[src/design/period_timer_defines.svh]
`ifndef PERIOD_TIMER_DEFINES_SVH
`define PERIOD_TIMER_DEFINES_SVH

// ----------------------------------------------------------------------
// Control word field positions
// ----------------------------------------------------------------------
`define CTRL_RUN_BIT 15
`define CTRL_IDLE_STOP_BIT 13
`define CTRL_GATE_BIT 6
`define CTRL_PRESCALE_HI 5
`define CTRL_PRESCALE_LO 4
`define CTRL_SYNC_BIT 2
`define CTRL_SOURCE_BIT 1

// ----------------------------------------------------------------------
// Reset values
// ----------------------------------------------------------------------
`define CTRL_RESET 16'h0000
`define PERIOD_RESET 16'hFFFF
`define COUNT_RESET 16'h0000

// ----------------------------------------------------------------------
// Prescale terminal counts (divide minus one)
// ----------------------------------------------------------------------
`define PRESCALE_TC_1 8'h00
`define PRESCALE_TC_8 8'h07
`define PRESCALE_TC_64 8'h3F
`define PRESCALE_TC_256 8'hFF

`endif

[src/design/period_timer_pkg.sv]
package period_timer_pkg;

  typedef enum logic [1:0] {
    PRESCALE_1 = 2'h0,
    PRESCALE_8 = 2'h1,
    PRESCALE_64 = 2'h2,
    PRESCALE_256 = 2'h3
  } prescale_t;

  typedef struct packed {
    logic counter_run_enable;
    logic idle_stop_select;
    logic gate_accumulate_enable;
    prescale_t prescale_select;
    logic external_sync_select;
    logic clock_source_select;
  } ctrl_t;

  typedef struct packed {
    ctrl_t ctrl;
    logic [15:0] count;
    logic [15:0] period;
    logic [7:0] presc;
    logic pin_s1;
    logic pin_s2;
    logic pin_s3;
    logic match_evt;
    logic gate_evt;
    logic flag;
  } state_t;

endpackage : period_timer_pkg

[src/design/period_timer_16bit.sv]
// What this block does
// [RL1] Sixteen-bit interval timer or counter
// [RL2] Timer mode counts cycles, wraps at period
// [RL3] Idle halts counting when idle-stop set
// [RL4] Synchronous counter syncs pin, counts rising edges
// [RL5] Asynchronous counter counts pin edges, wraps at period
// [RL6] Asynchronous counter stops in idle if idle-stop
// [RL7] Gated mode counts cycles while gate high
// [RL8] Software sets run, internal source with gate
// [RL9] Event on match and gate falling edge
// [RL10] Prescale divides by 1, 8, 64, 256
// [RL11] Prescaler clears on count write, stop, reset
// [RL12] Flag set on event, cleared by software
// [RL13] Sleep counts only enabled, external, asynchronous
// [RL14] Match zeroes next count, pulses event
// [RL15] Reset clears configuration, counter stopped
`include "period_timer_defines.svh"

module period_timer_16bit #(
  parameter int COUNT_WIDTH = 16
) (
  // Clock and reset
  input wire logic core_clk,
  input wire logic rst,
  // Control word write
  input wire logic [15:0] timer_control_word,
  input wire logic control_write,
  // Count and period writes
  input wire logic [15:0] count_write_data,
  input wire logic count_write,
  input wire logic [15:0] period_write_data,
  input wire logic period_write,
  // Software flag clear
  input wire logic flag_clear,
  // CPU power state
  input wire logic cpu_idle,
  input wire logic cpu_sleep,
  // External clock or gate
  input wire logic external_clock_gate_pin,
  // Status
  output logic [15:0] count_value,
  output logic [15:0] period_match_value,
  output logic [15:0] control_readback,
  output logic match_event,
  output logic gate_end_event,
  output logic period_interrupt_flag
);

  // ----------------------------------------------------------------------
  // Elaboration check
  // ----------------------------------------------------------------------
  // [RL1] Fixed width
  if (COUNT_WIDTH != 16) begin : g_width_check
    $error("period_timer_16bit supports only a 16-bit count");
  end

  // Prescale field must stay two bits to fit prescale_t
  if (`CTRL_PRESCALE_HI - `CTRL_PRESCALE_LO != 1) begin : g_field_check
    $error("period_timer_16bit needs a two-bit prescale field");
  end

  period_timer_pkg::state_t s_q;
  period_timer_pkg::state_t s_d;

  // ----------------------------------------------------------------------
  // Next state
  // ----------------------------------------------------------------------
  always_comb begin
    logic src_tick;
    logic pin_rise;
    logic gate_fall;
    logic halted;
    logic presc_tick;
    logic [7:0] tc;
    s_d = s_q;
    src_tick = 1'b0;
    pin_rise = 1'b0;
    gate_fall = 1'b0;
    presc_tick = 1'b0;
    halted = 1'b0;
    tc = `PRESCALE_TC_1;
    s_d.match_evt = 1'b0;
    s_d.gate_evt = 1'b0;
    // Two stages absorb metastability; third stage gives edge history
    s_d.pin_s1 = external_clock_gate_pin;
    s_d.pin_s2 = s_q.pin_s1;
    s_d.pin_s3 = s_q.pin_s2;
    pin_rise = s_q.pin_s2 & ~s_q.pin_s3;
    gate_fall = ~s_q.pin_s2 & s_q.pin_s3;

    // ------------------------------------------------------------------
    // Prescale terminal and halts
    // ------------------------------------------------------------------
    // [RL10] Prescale terminal
    unique case (s_q.ctrl.prescale_select)
      period_timer_pkg::PRESCALE_1: tc = `PRESCALE_TC_1;
      period_timer_pkg::PRESCALE_8: tc = `PRESCALE_TC_8;
      period_timer_pkg::PRESCALE_64: tc = `PRESCALE_TC_64;
      period_timer_pkg::PRESCALE_256: tc = `PRESCALE_TC_256;
    endcase

    // [RL3] Idle stop
    // [RL6] Idle stop, asynchronous
    if (cpu_idle && s_q.ctrl.idle_stop_select) begin
      halted = 1'b1;
    end
    // [RL13] Sleep keeps only asynchronous external counting
    if (cpu_sleep && !(s_q.ctrl.clock_source_select &&
        !s_q.ctrl.external_sync_select)) begin
      halted = 1'b1;
    end

    if (s_q.ctrl.clock_source_select) begin
      // [RL4] Synchronized edges
      // [RL5] Asynchronous edges, sampled here on the core clock
      // Both counter modes share the sampled edge; a true async path
      // would need a separate pin-clocked domain, traded for one clock.
      src_tick = pin_rise;
    end else if (s_q.ctrl.gate_accumulate_enable) begin
      // [RL7] Gated accumulation
      // [RL8] Relies on internal source with gate
      src_tick = s_q.pin_s2;
    end else begin
      // [RL2] Cycle counting
      src_tick = 1'b1;
    end

    // ------------------------------------------------------------------
    // Prescaler and count
    // ------------------------------------------------------------------
    if (s_q.ctrl.counter_run_enable && !halted && src_tick) begin
      // At or past terminal: a smaller divide picked mid-count ends at once
      if (s_q.presc >= tc) begin
        s_d.presc = 8'h00;
        presc_tick = 1'b1;
      end else begin
        s_d.presc = s_q.presc + 8'h01;
      end
    end

    if (presc_tick) begin
      // [RL14] Compare on each counting enable
      if (s_q.count == s_q.period) begin
        s_d.count = `COUNT_RESET;
        s_d.match_evt = 1'b1;
      end else begin
        s_d.count = s_q.count + 16'h0001;
      end
    end

    // [RL9] Gate falling edge event
    if (s_q.ctrl.counter_run_enable && s_q.ctrl.gate_accumulate_enable &&
        !s_q.ctrl.clock_source_select && gate_fall) begin
      s_d.gate_evt = 1'b1;
    end

    // ------------------------------------------------------------------
    // Software writes
    // ------------------------------------------------------------------
    if (period_write) begin
      s_d.period = period_write_data;
    end
    // A count write outranks a tick in the same cycle
    // [RL11] Count write clears prescaler
    if (count_write) begin
      s_d.count = count_write_data;
      s_d.presc = 8'h00;
    end
    // [RL11] Control write leaves count alone
    if (control_write) begin
      s_d.ctrl.counter_run_enable = timer_control_word[`CTRL_RUN_BIT];
      s_d.ctrl.idle_stop_select = timer_control_word[`CTRL_IDLE_STOP_BIT];
      s_d.ctrl.gate_accumulate_enable = timer_control_word[`CTRL_GATE_BIT];
      s_d.ctrl.prescale_select = period_timer_pkg::prescale_t'(
        timer_control_word[`CTRL_PRESCALE_HI:`CTRL_PRESCALE_LO]);
      s_d.ctrl.external_sync_select = timer_control_word[`CTRL_SYNC_BIT];
      s_d.ctrl.clock_source_select = timer_control_word[`CTRL_SOURCE_BIT];
      // [RL11] Clearing run clears prescaler
      if (!timer_control_word[`CTRL_RUN_BIT]) begin
        s_d.presc = 8'h00;
      end
    end

    // [RL12] Set wins over clear
    if (flag_clear) begin
      s_d.flag = 1'b0;
    end
    if (s_d.match_evt || s_d.gate_evt) begin
      s_d.flag = 1'b1;
    end
  end

  // ----------------------------------------------------------------------
  // State register
  // ----------------------------------------------------------------------
  // [RL15] Configuration cleared, counter stopped
  always_ff @(posedge core_clk or posedge rst) begin
    if (rst) begin
      s_q <= '0;
      s_q.period <= `PERIOD_RESET;
    end else begin
      s_q <= s_d;
    end
  end

  // ----------------------------------------------------------------------
  // Outputs
  // ----------------------------------------------------------------------
  always_comb begin
    control_readback = `CTRL_RESET;
    control_readback[`CTRL_RUN_BIT] = s_q.ctrl.counter_run_enable;
    control_readback[`CTRL_IDLE_STOP_BIT] = s_q.ctrl.idle_stop_select;
    control_readback[`CTRL_GATE_BIT] = s_q.ctrl.gate_accumulate_enable;
    control_readback[`CTRL_PRESCALE_HI:`CTRL_PRESCALE_LO] =
      s_q.ctrl.prescale_select;
    control_readback[`CTRL_SYNC_BIT] = s_q.ctrl.external_sync_select;
    control_readback[`CTRL_SOURCE_BIT] = s_q.ctrl.clock_source_select;
  end

  assign count_value = s_q.count;
  assign period_match_value = s_q.period;
  assign match_event = s_q.match_evt;
  assign gate_end_event = s_q.gate_evt;
  assign period_interrupt_flag = s_q.flag;

endmodule : period_timer_16bit

[config.mk]
export PLATFORM = sky130hd
export DESIGN_NAME = period_timer_16bit
export DESIGN_NICKNAME = d
export VERILOG_FILES = /design/src/design/period_timer_pkg.sv /design/src/design/period_timer_16bit.sv
export VERILOG_INCLUDE_DIRS = /design/src /design/src/design
export SDC_FILE = /design/constraint.sdc
export NUM_CORES = 1
export LEC_CHECK = 0
export CAP_MARGIN = 20
export CORE_MARGIN = 3
export CORE_UTILIZATION = 50
export CTS_CLUSTER_SIZE = 12
export DETAILED_ROUTE_END_ITERATION = 10
export DONT_BUFFER_PORTS = 1
export PLACE_DENSITY = 0.66
export SLEW_MARGIN = 20
export SYNTH_ARGS = -nofsm -noshare
export SYNTH_HDL_FRONTEND = slang
export SYNTH_SLANG_ARGS = --single-unit
export TNS_END_PERCENT = 50
[constraint.sdc]
create_clock -name core_clk -period 3.07 [get_ports core_clk]
set_clock_uncertainty 0.1 [all_clocks]
set_input_delay 0.1535 -clock core_clk [delete_from_list [all_inputs] [get_ports core_clk]]
set_output_delay 0.1535 -clock core_clk [all_outputs]
set_load 0.05 [all_outputs]
==> out/qor.txt, run 1 <==
worst hold-check path type -> primary input to flip-flop
# Post-CTS Setup Buffers -> 0
final hold viol count -> 0
nets@finish -> 432
#FFs+latches synth -> 53
Die Wd -> 86.37 µm
Synth top area share -> 28.67%
routability cong. -> 0.8154
# rows -> 28
ys async rst share -> 100.0%
Via density -> 5.542
H-Tree Depth -> 2
Post-Synthesis Cells -> 329
RSZ-0062 raised after global routing -> false
Leak -> 1.725 nW
Util after Layout -> 62.50%
vias in the first global route -> 2593
yosys warns -> 0
Arr. time, crit path -> 2770 ps
dominant cells by area after synthesis -> dfrtp_1 (29%), dfstp_2 (13%), buf_4 (11%)
worst vdd ir -> 0.2876 mV
synth-to-layout area growth -> 17.98%
Critical Path RT -> 3200 ps
total core area -> 6096 µm²
setup TNS -> 0 ps
Clock Pin Slew Worst Setup and Hold Paths -> 100 ps
maximum clock rate -> 378.6 MHz
commonest non-fill, non-tap cell in the layout -> dlygate4sd3_1
input/output buffers -> 0
Post-Place Setup Slack -> 459.8 ps
remaining antenna violation count -> 0
CP Max Fanout -> 16
largest net degree at the start of global routing -> 50
Final HPWL DP -> 5.150 mm
worst setup margin -> 428.8 ps
Syn Std Cell Area -> 3229 µm²
Slew HR -> 38.53%
post-synthesis sequential area ratio -> 41.69%
Distinct cells, synth -> 46
Die Ht -> 86.37 µm
DRC -> 0
cts repair resizes -> 0
total power draw -> 1.767 mW
CTS tree -> built
Sink Count -> 53
via count -> 2455
Root Driver -> clkbuf_8
Num CTS Buffers -> 5
Tmin final -> 2641 ps
max-slew violations -> 0
total die area -> 7459 µm²
Mean Syn Cell Area -> 9.816 µm²
Ports -> 108
Worst Setup End Kind -> flip-flop
most frequent cells in the layout -> dlygate4sd3_1 (60), dfrtp_1 (37), nand2_1 (36), buf_4 (24), mux2_2 (21)
Tightest Pin Transition -> 918.1 ps
drt pass-1 iters -> 4
Final setup viols -> 0
maxcap violations -> 0
Crit path largest cell delay -> 840 ps
Tcrit/Tclk final -> 86.03%
routed wire length -> 7.531 mm
first-pass GRT wire length -> 12.54 mm
run status -> finished clean
Initial Utilization -> 52.98%
Detailed Route Iter0 Violations -> 110
Most used DFF post-synth -> dfrtp_1
share of cells above drive strength 1 -> 20.92%
WL/cell -> 17.00 µm
critical path launch point type -> flip-flop
CP max-delay cell -> nor4b_4
Max clock buf depth -> 2
EDFF count, synth -> 0
Crit Path Category -> flip-flop to flip-flop
GRT overflow -> 0
All-Layer GR Usage -> 20.96%
PD cells -> 463.7 nW/µm²
Synth area leader -> dfrtp_1
CP cell instances -> or2_1, ha_1, nor2b_1, o21ai_1, a221oi_2, nor4b_4, nand4b_1, a31oi_1
Antenna Cells -> 0
initial antenna violation count -> 0
Worst-Skew Late Latency -> 310 ps
[repair_timing]
action,CTS,global route
endpoints found under the setup margin,0,0
endpoints found under the hold margin,78,0
hold buffers,60,0
[cell type report]
class / instances / area, µm²
fillers: 498 / 2286
multi-input cells: 213 / 1454
flip-flops and latches: 53 / 1346
repair buffers: 84 / 780.7
well taps: 75 / 93.84
clock buffers: 6 / 82.58
inverters: 10 / 38.79
clock inverters: 2 / 13.76
[synth_stat cells, types with 2 or more instances]
library cell   n
a221o_1       11
nand4_1        3
dfrtp_1       37
a21oi_1       16
nand2_1       36
nand3_1       11
mux2_2        21
buf_4         48
nor3_1        11
and3_1         5
nor4_1         7
nor2_1        11
dfstp_2       16
a211o_1        3
inv_1          9
ha_1           8
clkbuf_1       7
o21ai_0       10
buf_2          3
o21ai_1        3
xor2_1        17
a22oi_1        3
or3_1          3
nand4_2        2
nand2b_1       2
nor2b_1        3
xnor2_1        4
[worst paths after layout]
kind / from / end / slack (ps) / cells after the start
worst max-delay path: control_readback[5] / count_value[8] / 430 / 8
max in group asynchronous: rst / period_match_value[14] / 1830 / 3
worst min-delay path: count_write / count_value[14] / 40 / 3
worst min register to register: s_d[4] / s_d[3] / 260 / 0
min in group asynchronous: rst / match_event / 340 / 2
worst max register to register: control_readback[5] / count_value[8] / 430 / 8
[routing by layer]
layer  vias up  global-route usage [%]  part of all wire, %
met4         0                   4.958                  1.2
met2        89                   37.76                   52
met3        12                   5.133                  7.0
met1      1181                   25.09                   40
met5         -                       0                    0
li1       1173                       -                    -
[power breakdown]
part	leakage [nW]	internal, mW	switching [mW]
combinational	1.04	0.182	0.259
sequential	0.632	0.770	0.138
clock	0.0512	0.183	0.235
total	1.72	1.14	0.631
[sequential cells by signal, summed over array words and instances (netlist names)]
| signal | flops |
|---|---|
| count_value | 16 |
| period_match_value | 16 |
| s_q | 9 |
| control_readback | 7 |
| s_d | 2 |
| gate_end_event | 1 |
| match_event | 1 |
| period_interrupt_flag | 1 |
[stage by stage]
| step | std cells | area [µm²] | hold slack, ps |
|---|---|---|---|
| floorplan | 337 | 3259 | 84.93 |
| global placement | 375 | 3112 | 84.98 |
| detailed placement | 375 | 3112 | 84.98 |
| CTS | 443 | 3809 | 26.56 |
| global route | 443 | 3810 | 39.16 |
| finish | 443 | 3810 | 42.04 |
[logic make-up (layout without fill, tap and decap cells)]
family          Yosys count  in the layout  share of synthesized area, %
fa+ha+maj                 8              8                         3.100
mux                      22             22                         7.633
xor+xnor                 21             21                         5.695
simple gates            100            100                         16.20
flops                    53             53                         41.69
compound gates           53             53                         11.35
other cells               1              9                        0.1161
buf+inv                  71            102                         14.22
[critical path: cells and delay by family (launching register included)]
family / cells / cell delay, ps
AND/OR/NAND/NOR: 4 / 1310
adder cells (fa/ha/maj): 1 / 270
AO/OA/AOI/OAI: 3 / 470
flip-flops: 1 / 410
Note: power is estimated with default switching activity, not from simulation.
==> run 2: changes to the inputs <==
--- a/config.mk
+++ b/config.mk
@@ -12,7 +12,6 @@
 export CTS_CLUSTER_SIZE = 12
 export DETAILED_ROUTE_END_ITERATION = 10
 export DONT_BUFFER_PORTS = 1
-export PLACE_DENSITY = 0.66
 export SLEW_MARGIN = 20
 export SYNTH_ARGS = -nofsm -noshare
 export SYNTH_HDL_FRONTEND = slang
==> out/qor.txt, run 2 (same netlist as run 1, synthesis figures left out) <==
top sig layer -> met4
Clock Pin Slew Worst Setup and Hold Paths -> 100 ps (about the same)
total core area -> 6096 µm² (unchanged)
worst hold-check path type -> primary input to flip-flop
nets@finish -> 430 (-0.46%)
critical path launch point type -> flip-flop
Reg area -> 1346 µm² (unchanged)
input/output buffers -> 0 (unchanged)
Via density -> 5.492 (-0.90%)
PD cells -> 478.4 nW/µm² (+3.2%)
Arr. time, crit path -> 2830 ps (+60 ps)
# rows -> 28 (unchanged)
routability cong. -> 0.7599 (-6.8%)
Tcrit/Tclk final -> 87.79% (+1.8 points)
via count -> 2422 (-1.3%)
Tightest Pin Transition -> 896.2 ps (-21.90 ps)
drt pass-1 iters -> 4 (unchanged)
Max clock buf depth -> 2 (unchanged)
hold_sp -> count_write
initial antenna violation count -> 0 (unchanged)
worst flop-to-flop path startpoint -> control_readback[5]
routed wire length -> 7.319 mm (-2.8%)
most frequent cells in the layout -> dlygate4sd3_1 (60), dfrtp_1 (37), nand2_1 (36), buf_4 (22), mux2_2 (21)
DR WL met2 -> 3.761 mm (-4.2%)
Multi-input gate area -> 1454 µm² (unchanged)
synth-to-layout area growth -> 17.98% (unchanged)
r2r setup slk -> 370 ps (-50 ps)
GRT overflow -> 0 (unchanged)
Worst Setup End Kind -> flip-flop
maximum clock rate -> 371.0 MHz (-2.0%)
Worst Setup SP -> control_readback[5]
CP Max Fanout -> 16 (unchanged)
Num CTS Buffers -> 5 (unchanged)
final hold viol count -> 0 (unchanged)
Die Wd -> 86.37 µm (unchanged)
WL/cell -> 16.60 µm (-2.4%)
met1 WL -> 2.984 mm (-0.10%)
Detailed Route Iter0 Violations -> 158 (+44%)
run status -> finished clean
Final setup viols -> 0 (unchanged)
Slew HR -> 40.00% (+1.5 points)
All-Layer GR Usage -> 20.40% (-0.56 points)
Die Ht -> 86.37 µm (unchanged)
worst vdd ir -> 0.2947 mV (+2.5%)
remaining antenna violation count -> 0 (unchanged)
vias in the first global route -> 2604 (+0.42%)
r2r endpoint -> count_value[8]
Sink Count -> 53 (unchanged)
Crit Path Category -> flip-flop to flip-flop
DRC -> 0 (unchanged)
Initial Utilization -> 52.98% (unchanged)
met3 routed WL -> 473 µm (-9.9%)
post-route insts no fill -> 441 (-0.45%)
Tmin final -> 2695 ps (+53.95 ps)
Worst-Skew Late Latency -> 310 ps (about the same)
maxcap violations -> 0 (unchanged)
commonest non-fill, non-tap cell in the layout -> dlygate4sd3_1
Root Driver -> clkbuf_8
CTS tree -> built
Post-Place Setup Slack -> 373.9 ps (-85.87 ps)
RSZ-0062 raised after global routing -> false
setup TNS -> 0 ps (unchanged)
total die area -> 7459 µm² (unchanged)
Leak -> 1.723 nW (-0.11%)
R2R depth -> 9 (+1)
first-pass GRT wire length -> 12.21 mm (-2.6%)
number of fill cells -> 500 (+0.40%)
Ports -> 108 (unchanged)
Antenna Cells -> 0 (unchanged)
max-slew violations -> 0 (unchanged)
Final HPWL DP -> 4.989 mm (-3.1%)
largest net degree at the start of global routing -> 35 (-30%)
Critical Path RT -> 3210 ps (about the same)
worst setup margin -> 374.9 ps (-53.95 ps)
H-Tree Depth -> 2 (unchanged)
# Post-CTS Setup Buffers -> 0 (unchanged)
Setup crit end -> count_value[8]
cts repair resizes -> 0 (unchanged)
Inst Count DP -> 373 (-0.53%)
share of cells above drive strength 1 -> 20.49% (-0.43 points)
run 2: changes by cell type in the layout (fill, tap and decap cells not counted):
cell / delta
buf_4: -2
bufinv_16: +1
clkbuf_8: -1
clkinv_2: -1
clkinv_4: -1
inv_2: +1
inv_6: +1
run 2: power by group:
part           internal [mW]  total, mW  switching [mW]
Sequential             0.770      0.917           0.147
Combinational          0.178      0.424           0.246
Clock                  0.245      0.482           0.237
run 2: worst min-delay path by stage:
stage | end | cells past startpoint
2_1_floorplan | s_d[4] | 0
3_3_place_gp | s_d[4] | 0
3_5_place_dp | s_d[4] | 0
4_1_cts | count_value[14] | 3
5_1_grt | count_value[7] | 2
6_report | count_value[14] | 3
run 2: metal layers:
| metal | track usage (%) | vias up |
|---|---|---|
| met5 | 0 | - |
| met2 | 36.44 | 83 |
| met1 | 24.79 | 1163 |
| met4 | 5.524 | 0 |
| li1 | - | 1166 |
| met3 | 4.373 | 10 |
run 2: cell type report:
| cell class | count | share of cell area, % |
|---|---|---|
| Multi-Input combinational cell | 213 | 38.16 |
| Sequential cell | 53 | 35.34 |
| Timing Repair Buffer | 82 | 20.10 |
| Tap cell | 75 | 2.463 |
| Clock buffer | 5 | 1.806 |
| Clock inverter | 3 | 1.149 |
| Inverter | 10 | 0.9852 |
run 2: timing repair:
| item | CTS | global route |
|---|---|---|
| endpoints found under the hold margin | 58 | 0 |
| setup endpoints to repair | 0 | 0 |
| hold buffers | 60 | 0 |
run 2: through the flow:
stage	power, mW	area (µm²)	utilization (%)	hold slack, ps
after floorplan	1.276	3259	-	84.93
after global placement	1.266	3097	50.80	84.98
after detailed placement	1.272	3097	50.80	84.98
after CTS	1.840	3810	62.50	58.71
after global routing	1.909	3810	62.50	83.95
final	1.823	3810	62.50	73.99
run 2: worst max-delay path, cell delays in order (launching register included):
cell and delay (ps):
dfrtp_1 370, buf_4 210, inv_1 110, ha_1 320
nand3_1 80, a21oi_1 150, a221oi_2 120, nor4b_4 820
nand4b_1 160, a31oi_1 190
